[config.mk]
export PLATFORM = sky130hd
export DESIGN_NAME = phc_holdover_ctl
export DESIGN_NICKNAME = d
export VERILOG_FILES = /design/src/rtl/phc_pkg.sv /design/src/rtl/phc_holdover_ctl.sv
export SDC_FILE = /design/constraint.sdc
export NUM_CORES = 1
export LEC_CHECK = 0
export BUFFER_PORTS_ARGS = -buffer_cell sky130_fd_sc_hd__buf_4
export CORE_MARGIN = 1
export CORE_UTILIZATION = 50
export CTS_CLUSTER_DIAMETER = 30
export DETAILED_ROUTE_END_ITERATION = 8
export PLACE_DENSITY_LB_ADDON = 0.08
export SYNTH_ARGS = -nofsm -noshare
export SYNTH_HDL_FRONTEND = slang
export SYNTH_SLANG_ARGS = --single-unit
[constraint.sdc]
create_clock -name clk_in -period 6.31 [get_ports clk_in]
set_input_delay 1.262 -clock clk_in [delete_from_list [all_inputs] [get_ports clk_in]]
set_output_delay 1.262 -clock clk_in [all_outputs]
set_load 0.005 [all_outputs]
[src/rtl/phc_pkg.sv]
// Package with register map, field positions and types for the PLL holdover control block.
package phc_pkg;

   localparam int unsigned ADDR_W = 10;
   localparam int unsigned DATA_W = 8;
   localparam int unsigned N_OUTS = 12;

   localparam logic [9:0] A_STATUS_CTL  = 10'h017;
   localparam logic [9:0] A_LOCK_DET    = 10'h018;
   localparam logic [9:0] A_LDPIN_CTL   = 10'h01A;
   localparam logic [9:0] A_REFERENCE_MONITOR_PIN_CTL  = 10'h01B;
   localparam logic [9:0] A_REF_SEL     = 10'h01C;
   localparam logic [9:0] A_HOLDOVER    = 10'h01D;
   localparam logic [9:0] A_OUT_ONLOCK0 = 10'h0FC;
   localparam logic [9:0] A_OUT_ONLOCK1 = 10'h0FD;
   localparam logic [9:0] A_STATE       = 10'h0FE;

   localparam logic [7:0] RST_VAL = 8'h00;

   localparam int unsigned LD_CNT_LO = 5;
   localparam int unsigned LD_WIN    = 4;
   localparam int unsigned LD_DIS    = 3;
   localparam int unsigned RS_AUTO   = 4;
   localparam int unsigned RS_PREF   = 3;
   localparam int unsigned RS_BUF_LO = 1;
   localparam int unsigned HO_CMP_EN = 3;
   localparam int unsigned HO_EXT    = 1;
   localparam int unsigned HO_EN     = 0;

   localparam logic [5:0] LDP_CSRC      = 6'h04;
   localparam logic [4:0] REFERENCE_MONITOR_PIN_DLD    = 5'h01;
   localparam logic [4:0] REFERENCE_MONITOR_PIN_LDCMP  = 5'h02;
   localparam logic [5:0] STATUS_DLD    = 6'h01;
   localparam logic [5:0] STATUS_LDCMP  = 6'h02;

   localparam logic [7:0] LOCK_CYC_0 = 8'h05;
   localparam logic [7:0] LOCK_CYC_1 = 8'h10;
   localparam logic [7:0] LOCK_CYC_2 = 8'h40;
   localparam logic [7:0] LOCK_CYC_3 = 8'hFF;

   localparam int unsigned CHARGE_CYCLES_DEF = 1000;

   typedef enum logic [1:0] {
      HO_IDLE  = 2'b00,
      HO_HOLD  = 2'b01,
      HO_REARM = 2'b10
   } phc_ho_e;

   typedef struct packed {
      logic       pd_cycle;
      logic       in_window;
      logic       over_unlock;
      logic       ref_edge;
   } phc_pd_s;

endpackage : phc_pkg

[src/rtl/phc_holdover_ctl.sv]
// Lock indication, lock pin drive and holdover control for the PLL.
// Overview of operation
// - Current source mode sources current while locked.
// - Current source mode shorts pin when unlocked.
// - Comparator disabled means pin sensed high.
// - Comparator result selectable on monitor/status pins.
// - Enable-on-lock outputs follow charged lock indication.
// - Holdover enable gates both holdover modes.
// - External bit selects manual or automatic holdover.
// - Synchronised sync falling edge enters manual holdover at once.
// - Release only at a reference comparator edge; manual release also needs sync high.
// - Feedback B counter reset at release.
// - Automatic holdover enters when sensed lock lost.
// - Automatic holdover reads lock pin level.
// - Holdover persists while no reference arrives.
// - Re-entry blocked until sensed lock returns high.
// - Holdover follows currently selected reference edges.
// - Two-bit field sets cycles; zero means five.
// - Disable bit turns digital lock off.
// - Window bit selects range; zero is high.
// - Reference select: auto switch, preference, buffers.
// - Lock after count; unlock on single wide miss.
module phc_holdover_ctl #(
   parameter int unsigned CHARGE_CYCLES = phc_pkg::CHARGE_CYCLES_DEF
) (
   input  wire logic                         clk_in,
   input  wire logic                         rst_in,
   input  wire logic [phc_pkg::ADDR_W-1:0]   addr_in,
   input  wire logic [phc_pkg::DATA_W-1:0]   wdata_in,
   input  wire logic                         wr_in,
   input  wire logic                         rd_in,
   output logic      [phc_pkg::DATA_W-1:0]   rdata_out,
   input  wire phc_pkg::phc_pd_s             pd_in,
   input  wire logic                         sync_n_in,
   input  wire logic                         lock_detect_pin_in,
   output logic                              lock_detect_pin_out,
   output logic                              lock_detect_pin_oe_out,
   output logic                              lock_detect_pin_src_out,
   output logic                              reference_monitor_pin_out,
   output logic                              status_pin_out,
   output logic      [phc_pkg::N_OUTS-1:0]   clk_out_en_out,
   output logic                              cp_hiz_out,
   output logic                              b_reset_out,
   output logic                              ref_auto_switch_out,
   output logic                              ref_prefer_secondary_out,
   output logic      [1:0]                   ref_buf_en_out,
   output logic                              window_low_range_out,
   output logic                              digital_lock_indication_out,
   output logic                              charged_lock_indication_out
);
   import phc_pkg::*;

   localparam logic [15:0] CHG_MAX = 16'(CHARGE_CYCLES);

   typedef struct packed {
      logic [7:0]  r_status;
      logic [7:0]  r_lock;
      logic [7:0]  r_ldpin;
      logic [7:0]  r_reference_monitor_pin;
      logic [7:0]  r_refsel;
      logic [7:0]  r_hold;
      logic [7:0]  r_onlock0;
      logic [7:0]  r_onlock1;
      logic [2:0]  sync_ff;
      logic        sync_lvl;
      logic [2:0]  ldp_ff;
      logic        ldp_lvl;
      logic [7:0]  lock_cnt;
      logic        digital_lock_indication;
      logic [15:0] chg_cnt;
      phc_ho_e     ho;
      logic [7:0]  rdata;
   } phc_state_s;

   phc_state_s st_q;
   phc_state_s st_d;

   // Cycles in window needed to declare lock.
   function automatic logic [7:0] lock_need(input logic [1:0] sel);
      logic [7:0] n;
      n = LOCK_CYC_0;
      case (sel)
         2'b01: n = LOCK_CYC_1;
         2'b10: n = LOCK_CYC_2;
         2'b11: n = LOCK_CYC_3;
         default: n = LOCK_CYC_0;
      endcase
      return n;
   endfunction

   logic hold_en;
   logic manual;
   logic cmp_en;
   logic sensed;
   logic sync_fall;
   logic enter;
   logic release_now;
   logic charged;
   logic [7:0] need;

   logic lock_dis;
   logic csrc_mode;
   logic ref_release;
   logic cmp_out;
   logic [N_OUTS-1:0] onlock_mask;

   assign hold_en = st_q.r_hold[HO_EN];
   assign manual  = st_q.r_hold[HO_EXT];
   assign cmp_en  = st_q.r_hold[HO_CMP_EN];
   // A disabled comparator reads as a permanently locked pin.
   assign sensed  = cmp_en ? st_q.ldp_lvl : 1'b1;
   assign charged = (st_q.chg_cnt == CHG_MAX);
   assign need    = lock_need(st_q.r_lock[LD_CNT_LO +: 2]);
   assign lock_dis = st_q.r_lock[LD_DIS];

   // Current source mode needs the full six-bit code; every other code is push-pull.
   assign csrc_mode = (st_q.r_ldpin[5:0] == LDP_CSRC);

   // Manual release also waits for the synchronised sync level to be back high,
   // so a reference edge while the pin is still low keeps the pump parked.
   assign ref_release = pd_in.ref_edge & (~manual | st_q.sync_lvl);

   // The comparator result on a pin reads low while the comparator is switched off.
   assign cmp_out = cmp_en & st_q.ldp_lvl;

   // Only the low nibble of the second enable-on-lock register maps to an output.
   assign onlock_mask = {st_q.r_onlock1[3:0], st_q.r_onlock0};

   always_comb begin
      st_d        = st_q;
      sync_fall   = 1'b0;
      enter       = 1'b0;
      release_now = 1'b0;

      // Register writes; the state word is read-only, so a write to it falls through.
      if (wr_in) begin
         if (addr_in == A_STATUS_CTL) begin
            st_d.r_status = wdata_in;
         end else if (addr_in == A_LOCK_DET) begin
            st_d.r_lock = wdata_in;
         end else if (addr_in == A_LDPIN_CTL) begin
            st_d.r_ldpin = wdata_in;
         end else if (addr_in == A_REFERENCE_MONITOR_PIN_CTL) begin
            st_d.r_reference_monitor_pin = wdata_in;
         end else if (addr_in == A_REF_SEL) begin
            st_d.r_refsel = wdata_in;
         end else if (addr_in == A_HOLDOVER) begin
            st_d.r_hold = wdata_in;
         end else if (addr_in == A_OUT_ONLOCK0) begin
            st_d.r_onlock0 = wdata_in;
         end else if (addr_in == A_OUT_ONLOCK1) begin
            st_d.r_onlock1 = wdata_in;
         end
      end

      // Register reads; unmapped addresses read as zero.
      // Read data arrive the cycle after the read strobe, stand for one cycle and then fall back to zero.
      st_d.rdata = RST_VAL;
      if (rd_in) begin
         if (addr_in == A_STATUS_CTL) begin
            st_d.rdata = st_q.r_status;
         end else if (addr_in == A_LOCK_DET) begin
            st_d.rdata = st_q.r_lock;
         end else if (addr_in == A_LDPIN_CTL) begin
            st_d.rdata = st_q.r_ldpin;
         end else if (addr_in == A_REFERENCE_MONITOR_PIN_CTL) begin
            st_d.rdata = st_q.r_reference_monitor_pin;
         end else if (addr_in == A_REF_SEL) begin
            st_d.rdata = st_q.r_refsel;
         end else if (addr_in == A_HOLDOVER) begin
            st_d.rdata = st_q.r_hold;
         end else if (addr_in == A_OUT_ONLOCK0) begin
            st_d.rdata = st_q.r_onlock0;
         end else if (addr_in == A_OUT_ONLOCK1) begin
            st_d.rdata = st_q.r_onlock1;
         end else if (addr_in == A_STATE) begin
            st_d.rdata = {2'b00,
                          st_q.ho == HO_REARM,
                          st_q.ho == HO_HOLD,
                          st_q.sync_lvl,
                          sensed,
                          charged,
                          st_q.digital_lock_indication};
         end
      end

      // Pin synchronisers: a level counts once stages two and three agree.
      // The first stage may go metastable, so it is never compared directly.
      st_d.sync_ff = {st_q.sync_ff[1:0], sync_n_in};
      if (st_q.sync_ff[1] == st_q.sync_ff[2]) begin
         st_d.sync_lvl = st_q.sync_ff[2];
      end
      st_d.ldp_ff = {st_q.ldp_ff[1:0], lock_detect_pin_in};
      if (st_q.ldp_ff[1] == st_q.ldp_ff[2]) begin
         st_d.ldp_lvl = st_q.ldp_ff[2];
      end
      sync_fall = st_q.sync_lvl & ~st_d.sync_lvl;

      // Digital lock detect.
      // Only consecutive in-window cycles count; a miss short of the unlock threshold restarts.
      if (lock_dis) begin
         st_d.digital_lock_indication      = 1'b0;
         st_d.lock_cnt = 8'h00;
      end else if (pd_in.pd_cycle) begin
         if (pd_in.over_unlock) begin
            st_d.digital_lock_indication      = 1'b0;
            st_d.lock_cnt = 8'h00;
         end else if (pd_in.in_window) begin
            if (!st_q.digital_lock_indication) begin
               st_d.lock_cnt = st_q.lock_cnt + 8'h01;
               if (st_d.lock_cnt >= need) begin
                  st_d.digital_lock_indication      = 1'b1;
                  st_d.lock_cnt = 8'h00;
               end
            end
         end else if (!st_q.digital_lock_indication) begin
            st_d.lock_cnt = 8'h00;
         end
      end

      // Capacitor charge: any lock drop discharges at once.
      if (!st_q.digital_lock_indication) begin
         st_d.chg_cnt = 16'h0000;
      end else if (!charged) begin
         st_d.chg_cnt = st_q.chg_cnt + 16'h0001;
      end

      // Holdover sequencing.
      case (st_q.ho)
         HO_IDLE: begin
            if (manual) begin
               enter = sync_fall;
            end else begin
               // Entry looks at the sensed pin level only, whatever drives the pin.
               enter = ~sensed;
            end
            if (enter) begin
               st_d.ho = HO_HOLD;
            end
         end
         HO_HOLD: begin
            // Without a reference edge the pump stays parked.
            if (ref_release) begin
               release_now = 1'b1;
               st_d.ho     = manual ? HO_IDLE : HO_REARM;
            end
         end
         HO_REARM: begin
            // Chatter on the lock pin cannot retrigger until it reads high.
            if (manual || sensed) begin
               st_d.ho = HO_IDLE;
            end
         end
         default: begin
            st_d.ho = HO_IDLE;
         end
      endcase

      // Clearing the enable returns to idle at once, even in the middle of a hold.
      if (!hold_en) begin
         st_d.ho     = HO_IDLE;
         enter       = 1'b0;
         release_now = 1'b0;
      end
   end

   // Synchronisers reset to the idle level of their pins, so no false edge follows reset.
   always_ff @(posedge clk_in or posedge rst_in) begin
      if (rst_in) begin
         st_q.r_status  <= RST_VAL;
         st_q.r_lock    <= RST_VAL;
         st_q.r_ldpin   <= RST_VAL;
         st_q.r_reference_monitor_pin  <= RST_VAL;
         st_q.r_refsel  <= RST_VAL;
         st_q.r_hold    <= RST_VAL;
         st_q.r_onlock0 <= RST_VAL;
         st_q.r_onlock1 <= RST_VAL;
         st_q.sync_ff   <= 3'h7;
         st_q.sync_lvl  <= 1'b1;
         st_q.ldp_ff    <= 3'h0;
         st_q.ldp_lvl   <= 1'b0;
         st_q.lock_cnt  <= 8'h00;
         st_q.digital_lock_indication       <= 1'b0;
         st_q.chg_cnt   <= 16'h0000;
         st_q.ho        <= HO_IDLE;
         st_q.rdata     <= RST_VAL;
      end else begin
         st_q <= st_d;
      end
   end

   assign rdata_out = st_q.rdata;

   // Holdover parks the pump on the entering cycle, not one later, and frees it in the
   // cycle of the releasing reference edge, the same cycle that resets the feedback counter.
   assign cp_hiz_out  = hold_en & (((st_q.ho == HO_HOLD) & ~release_now) | enter);
   assign b_reset_out = release_now;

   // Lock pin drive.
   always_comb begin
      if (csrc_mode) begin
         lock_detect_pin_src_out = st_q.digital_lock_indication;
         lock_detect_pin_oe_out  = ~st_q.digital_lock_indication;
         lock_detect_pin_out     = 1'b0;
      end else begin
         lock_detect_pin_src_out = 1'b0;
         lock_detect_pin_oe_out  = 1'b1;
         lock_detect_pin_out     = st_q.digital_lock_indication;
      end
   end

   // Monitor and status pin selection.
   always_comb begin
      reference_monitor_pin_out = 1'b0;
      if (st_q.r_reference_monitor_pin[4:0] == REFERENCE_MONITOR_PIN_LDCMP) begin
         reference_monitor_pin_out = cmp_out;
      end else if (st_q.r_reference_monitor_pin[4:0] == REFERENCE_MONITOR_PIN_DLD) begin
         reference_monitor_pin_out = st_q.digital_lock_indication;
      end
      status_pin_out = 1'b0;
      if (st_q.r_status[7:2] == STATUS_LDCMP) begin
         status_pin_out = cmp_out;
      end else if (st_q.r_status[7:2] == STATUS_DLD) begin
         status_pin_out = st_q.digital_lock_indication;
      end
   end

   // Gated outputs switch with the charged indication itself, with no extra stage.
   assign clk_out_en_out = ~onlock_mask | {N_OUTS{charged}};

   // Reference selection fields go straight out to the switchover logic.
   assign ref_auto_switch_out         = st_q.r_refsel[RS_AUTO];
   assign ref_prefer_secondary_out    = st_q.r_refsel[RS_PREF];
   assign ref_buf_en_out              = st_q.r_refsel[RS_BUF_LO +: 2];
   assign window_low_range_out        = st_q.r_lock[LD_WIN];
   assign digital_lock_indication_out = st_q.digital_lock_indication;
   assign charged_lock_indication_out = charged;

endmodule // phc_holdover_ctl

After elaboration in Yosys (flattened, before gate mapping) --
Cells that the tools add are included.
Word-level totals: flip-flop bits (word level) 107, bits in latches 0, bits in writable memories 0, memory bits (read-only) 0, output and inout bits 34, memories 0
Cells by class: add/subtract/negate cells 2, multiply operators 0, divide/modulo/power cells 0, $lt $le $gt $ge 1, equal/unequal tests 27, shift operators 0, muxes and demuxes 43, bitwise gates (word level) 21, reduce and logical (&&, ||, !) cells 15
Operators by type and width (count):
- 8-bit 2-to-1 mux | 11
- 10-bit by 5-bit equality test with 1-bit output (second input constant) | 6
- 9-bit 2-to-1 mux | 5
- 16-bit 2-to-1 mux | 2
- 10-bit by 8-bit equality test with 1-bit output (second input constant) | 3
- 8-bit case mux with 3 select lines | 1
- 1-bit 2-to-1 mux | 17
- 16-bit by 1-bit adder with 16-bit output (second input constant) | 1
- 16-bit by 10-bit equality test with 1-bit output (second input constant) | 1
- 1-bit inverter | 12
- 12-bit inverter | 1
- 12-bit bitwise OR | 1
- 2-bit 2-to-1 mux | 5
- 9-bit AND reduction | 1
- 8-bit by 1-bit adder with 8-bit output (second input constant) | 1
- 8-bit greater-or-equal comparator | 1
- 8-bit AND reduction | 1
- 7-bit AND reduction | 1
- 2-bit equality test (second input constant) | 3
- 6-bit by 1-bit equality test with 1-bit output (second input constant) | 1
- 6-bit by 2-bit equality test with 1-bit output (second input constant) | 1
- 6-bit by 3-bit equality test with 1-bit output (second input constant) | 1
- 6-bit 2-to-1 mux | 1
- 3-bit by 2-bit != test with 1-bit output (second input constant) | 2
- 18 further kinds | 29

Logic depth before layout (Yosys ltp) --
depth in word-level cells 11, gate-level depth with buffers 10, depth with buffers taken out 10

Worst setup path before layout --
OpenSTA, ideal clock, no wires.
path type in2out, start input pd_in[0] (netlist name), end output cp_hiz_out, arrival 1.897 ns, required time 5.048 ns, path slack 3.151 ns, stages 2, cell sequence a21boi_0 -> a2111oi_0
Between the ends: cells in the longest elaborated chain, start to end 8
RTL lines:
- start, declared | line phc_holdover_ctl.sv:33 | input wire phc_pkg::phc_pd_s pd_in,
- 1-bit bitwise AND | line phc_holdover_ctl.sv:121 | assign ref_release = pd_in.ref_edge & (~manual | st_q.sync_lvl);
- 1-bit 2-to-1 mux | line phc_holdover_ctl.sv:243 | if (ref_release) begin
- 1-bit 2-to-1 mux | line phc_holdover_ctl.sv:229 | case (st_q.ho)
- 1-bit 2-to-1 mux | line phc_holdover_ctl.sv:260 | if (!hold_en) begin
- 1-bit inverter | line phc_holdover_ctl.sv:296 | assign cp_hiz_out = hold_en & (((st_q.ho == HO_HOLD) & ~release_now) | enter);
- 1-bit bitwise AND | line phc_holdover_ctl.sv:296
- 1-bit bitwise OR | line phc_holdover_ctl.sv:296
- 1-bit bitwise AND | line phc_holdover_ctl.sv:296
- end, declared | line phc_holdover_ctl.sv:42 | output logic cp_hiz_out,
No other way between the ends.

Final worst setup path --
Ends and elaborated chain as after synthesis.

==> impl_metrics.yaml <==
status:
  outcome: "complete, no violations"
sta:
  max_clock_freq_mhz: 288
  worst_slew_margin_rel_pct: 28.4
  period_minus_slack_ns: 3.47
  finalHoldViolCount: 0
  final.period_utilization_pct: 54.9
  rsz0062_at_grt: "false"
  timing.final.max_slew_violations: 0
  skew_ns: 0.00608
  setup_viol: 0
  fin_tns_setup_ns: 0
  max_slew.worst_pin.slew_ns: 1.07
  fin_worst_hold_slack_ns: 0.358
synth:
  synth_ff_type: "sky130_fd_sc_hd__dfrtp_1"
  synth.avg_cell_area_sq_um: 10.8
  mappedNetlistArea_sq_um: 5740
  netlist-cell-type-count: 73
  postSynthRegisterBits: 107
  netlist.area_leader.share_pct: 44.9
  asyncSetResetFlopFracSynth_pct: 100
  synth_top_area_cell: "sky130_fd_sc_hd__dfrtp_1"
  synth_warnings: 0
  synth_sequential_area_ratio_pct: 46.7
  post_syn_nets: 573
  synthesis.instances: 529
  synth.top_cells.by_area: "sky130_fd_sc_hd__dfrtp_1, sky130_fd_sc_hd__mux2_2, sky130_fd_sc_hd__ha_1, sky130_fd_sc_hd__nand2_1, sky130_fd_sc_hd__xor2_1"
  synth_enable_flop_cells: 0
floorplanning:
  initial_utilization_pct: 52.0
  die_area_sq_um: 11900
  io_pins: 62
  placementRows: 38
  die_width_um: 109
  height_of_the_chip_um: 109
  coreArea_sq_um: 11000
cells_and_area:
  antenna_cells_inserted: 0
  final_area_sq_um: 6500
  area_growth_syn_to_layout_pct: 13.3
  drive_gt1_share_pct: 28.2
  n_fill_cell: 989
  ff_latch_area_sq_um: 2680
  multi_input_area_sq_um: 2800
  nets_final: 614
place:
  place.gp.congestion: 0.944
  post_dp_cell_area_sq_um: 6200
  place.detailed.hpwl_um: 9920
  input_output_buffers: 61
worst_setup_path:
  critical-path-slowest-cell: "sky130_fd_sc_hd__a2111oi_0"
  critical_path.cell_chain: "buf_4 > a21boi_0 > a2111oi_0 > buf_4"
  cp_num_buf_inv: 2
  timing.rr.start: "st_q[27]"
  worst_ep_required_time_ns: 5.05
  crit_arrival_ns: 2.20
  crit_family: "compound AO/OA/AOI/OAI gates"
  timing.critical_path.mode_cell: "sky130_fd_sc_hd__buf_4"
  worst_setup_path_end_kind: "output pin"
  crit_fanout: 4
  worst_r2r_endpoint: "st_q[29]"
  r2r_cells: 10
  path_class: "input port to output pin"
  regToRegSetupSlack_ns: 3.42
  cp_slowest_stage_delay_ns: 0.49
  crit_path_start_kind: "input port"
clocking:
  clk_path_buf_depth: 2
  clk_root_buffer_cell: "sky130_fd_sc_hd__clkbuf_16"
  tritoncts.num_buffers: 9
  cts.htree.levels: 3
  cts_hold_buf: 0
  cts_setup_buffers: 0
  clkLatencyLatePin_ns: 0.35
  tritoncts: "built"
  cts_num_sinks: 107
  ctsResizeCount: 0
  path_clk_slew_ns: 0.07
drt:
  detail_route.first_pass.iterations: 7
  postRouteWirelength_um: 13900
  drt.antenna.violating_nets: 0
  routed_wire_length_per_instance_um: 19.5
  avgViaCountPerCell: 5.95
  drc: 0
  vias: 4251
  drtIter0Drc: 410
power_and_ir_drop:
  power.density_cell_area_nw_per_um2: 212
  irDropWorstVdd_v: 0.000198
  p_leak_nw: 3.09
hold_path:
  timing.hold.worst.start: "st_d[41]"
  timing.hold.worst.class: "register to register"
  hold_path_depth: 0
  worstHoldEndpoint: "st_d[42]"
global_routing:
  grt_pass1_wl_um: 22000
  number_of_antenna_violations_at_the_first_check_in_global_routing: 0
  grt_max_degree: 66
  global_route.overflow_total: 0
  first_global_vias: 4113
  global_route_usage_sum_pct: 25.0
job:
  maxCapViolCount: 0
[cells by family (layout without fill, tap and decap cells)]
kind of cell | Yosys count | after routing | synth area share [%]
compound gates | 96 | 96 | 11.5
xor+xnor | 20 | 20 | 3.05
fa+ha+maj | 17 | 17 | 3.66
buf+inv | 52 | 98 | 4.49
flops | 107 | 107 | 46.7
mux | 70 | 70 | 14.2
simple gates | 167 | 167 | 16.4
[worst register-to-register path, stage by stage, from the launching register on]
cell and delay, ns:
sky130_fd_sc_hd__dfrtp_1 0.45, sky130_fd_sc_hd__and3_1 0.19, sky130_fd_sc_hd__nand3_1 0.11, sky130_fd_sc_hd__nor2_1 0.16
sky130_fd_sc_hd__xor2_1 0.26, sky130_fd_sc_hd__ha_1 0.30, sky130_fd_sc_hd__a211oi_1 0.23, sky130_fd_sc_hd__o21ai_0 0.16
sky130_fd_sc_hd__nor4_2 0.69, sky130_fd_sc_hd__o211ai_1 0.18, sky130_fd_sc_hd__nand2_1 0.10
[placed cells by master, fill, tap and decap left out, types with 5 or more instances in the layout]
cell type                   Yosys  routed
sky130_fd_sc_hd__a21oi_1       25      25
sky130_fd_sc_hd__a32o_1         6       6
sky130_fd_sc_hd__and3_1         5       5
sky130_fd_sc_hd__buf_4         11      62
sky130_fd_sc_hd__clkbuf_16      0       9
sky130_fd_sc_hd__dfrtp_1      103     103
sky130_fd_sc_hd__ha_1          16      16
sky130_fd_sc_hd__inv_1         19      18
sky130_fd_sc_hd__mux2_2        58      58
sky130_fd_sc_hd__mux2_4         8       8
sky130_fd_sc_hd__nand2_1       48      48
sky130_fd_sc_hd__nand2b_1       6       6
sky130_fd_sc_hd__nand3_1       19      19
sky130_fd_sc_hd__nand4_1        5       5
sky130_fd_sc_hd__nor2_1        31      31
sky130_fd_sc_hd__nor2b_1       10      10
sky130_fd_sc_hd__nor3_1         5       5
sky130_fd_sc_hd__o211ai_1       5       5
sky130_fd_sc_hd__o21ai_0       13      13
sky130_fd_sc_hd__o22ai_1        9       9
sky130_fd_sc_hd__xnor2_1        5       5
sky130_fd_sc_hd__xor2_1        15      15
[state kept, by name, indices dropped and copies added, names as in the netlist]
signal / count
cmp_en: 1
digital_lock_indication_out: 1
hold_en: 1
lock_dis: 1
manual: 1
onlock_mask: 12
rdata_out: 8
ref_auto_switch_out: 1
ref_buf_en_out: 2
ref_prefer_secondary_out: 1
st_d: 4
st_q: 73
window_low_range_out: 1
[cell type report]
type	count	area share (%)
flip-flops and latches	107	41.3
multi-input cells	370	43.1
well taps	140	2.69
clock inverters	7	1.15
inverters	20	1.19
repair buffers	62	7.16
clock buffers	9	3.46
[per-stage QoR]
stage	setup slack [ns]	power [mW]	util, %	cells
after floorplan	2.24	0.779	-	529
after detailed placement	2.48	0.825	56.2	699
after global placement	2.54	0.823	56.2	699
after CTS	2.85	1.39	58.9	715
final	2.84	1.38	58.9	715
after global routing	2.70	1.43	58.9	715
[synth_stat cells, drive strengths merged, types with 5 or more instances]
master / n
dfrtp: 103
mux2: 66
nand2: 49
nor2: 32
a21oi: 25
buf: 20
nand3: 20
inv: 19
ha: 16
xor2: 15
o21ai: 14
clkbuf: 12
nor2b: 10
o22ai: 9
nand4: 7
a32o: 6
nand2b: 6
nor3: 6
and3: 5
o211ai: 5
xnor2: 5
[power by group]
part / switching (mW) / internal [mW] / total [mW]
Combinational: 0.0671 / 0.0367 / 0.104
Sequential: 0.0103 / 0.698 / 0.708
Clock: 0.255 / 0.310 / 0.565
[metal layers]
| metal | wire length [um] | track usage [%] |
|---|---|---|
| met1 | 6580 | 34.7 |
| met2 | 6600 | 40.5 |
| met5 | 0 | 0 |
| met4 | 175 | 6.37 |
| met3 | 568 | 4.12 |
[how the worst max path moves through the flow]
stage / start / endpoint / slack [ns] / cells past startpoint
2_1_floorplan: rst_in / cmp_en / 2.24 / 1
3_3_place_gp: addr_in[9] / st_q[97] / 2.54 / 5
3_5_place_dp: addr_in[9] / st_q[98] / 2.48 / 5
4_1_cts: pd_in[0] / cp_hiz_out / 2.85 / 4
5_1_grt: st_q[10] / clk_out_en_out[11] / 2.70 / 6
6_report: pd_in[0] / cp_hiz_out / 2.84 / 4
Note: power is estimated with default switching activity, not from simulation.
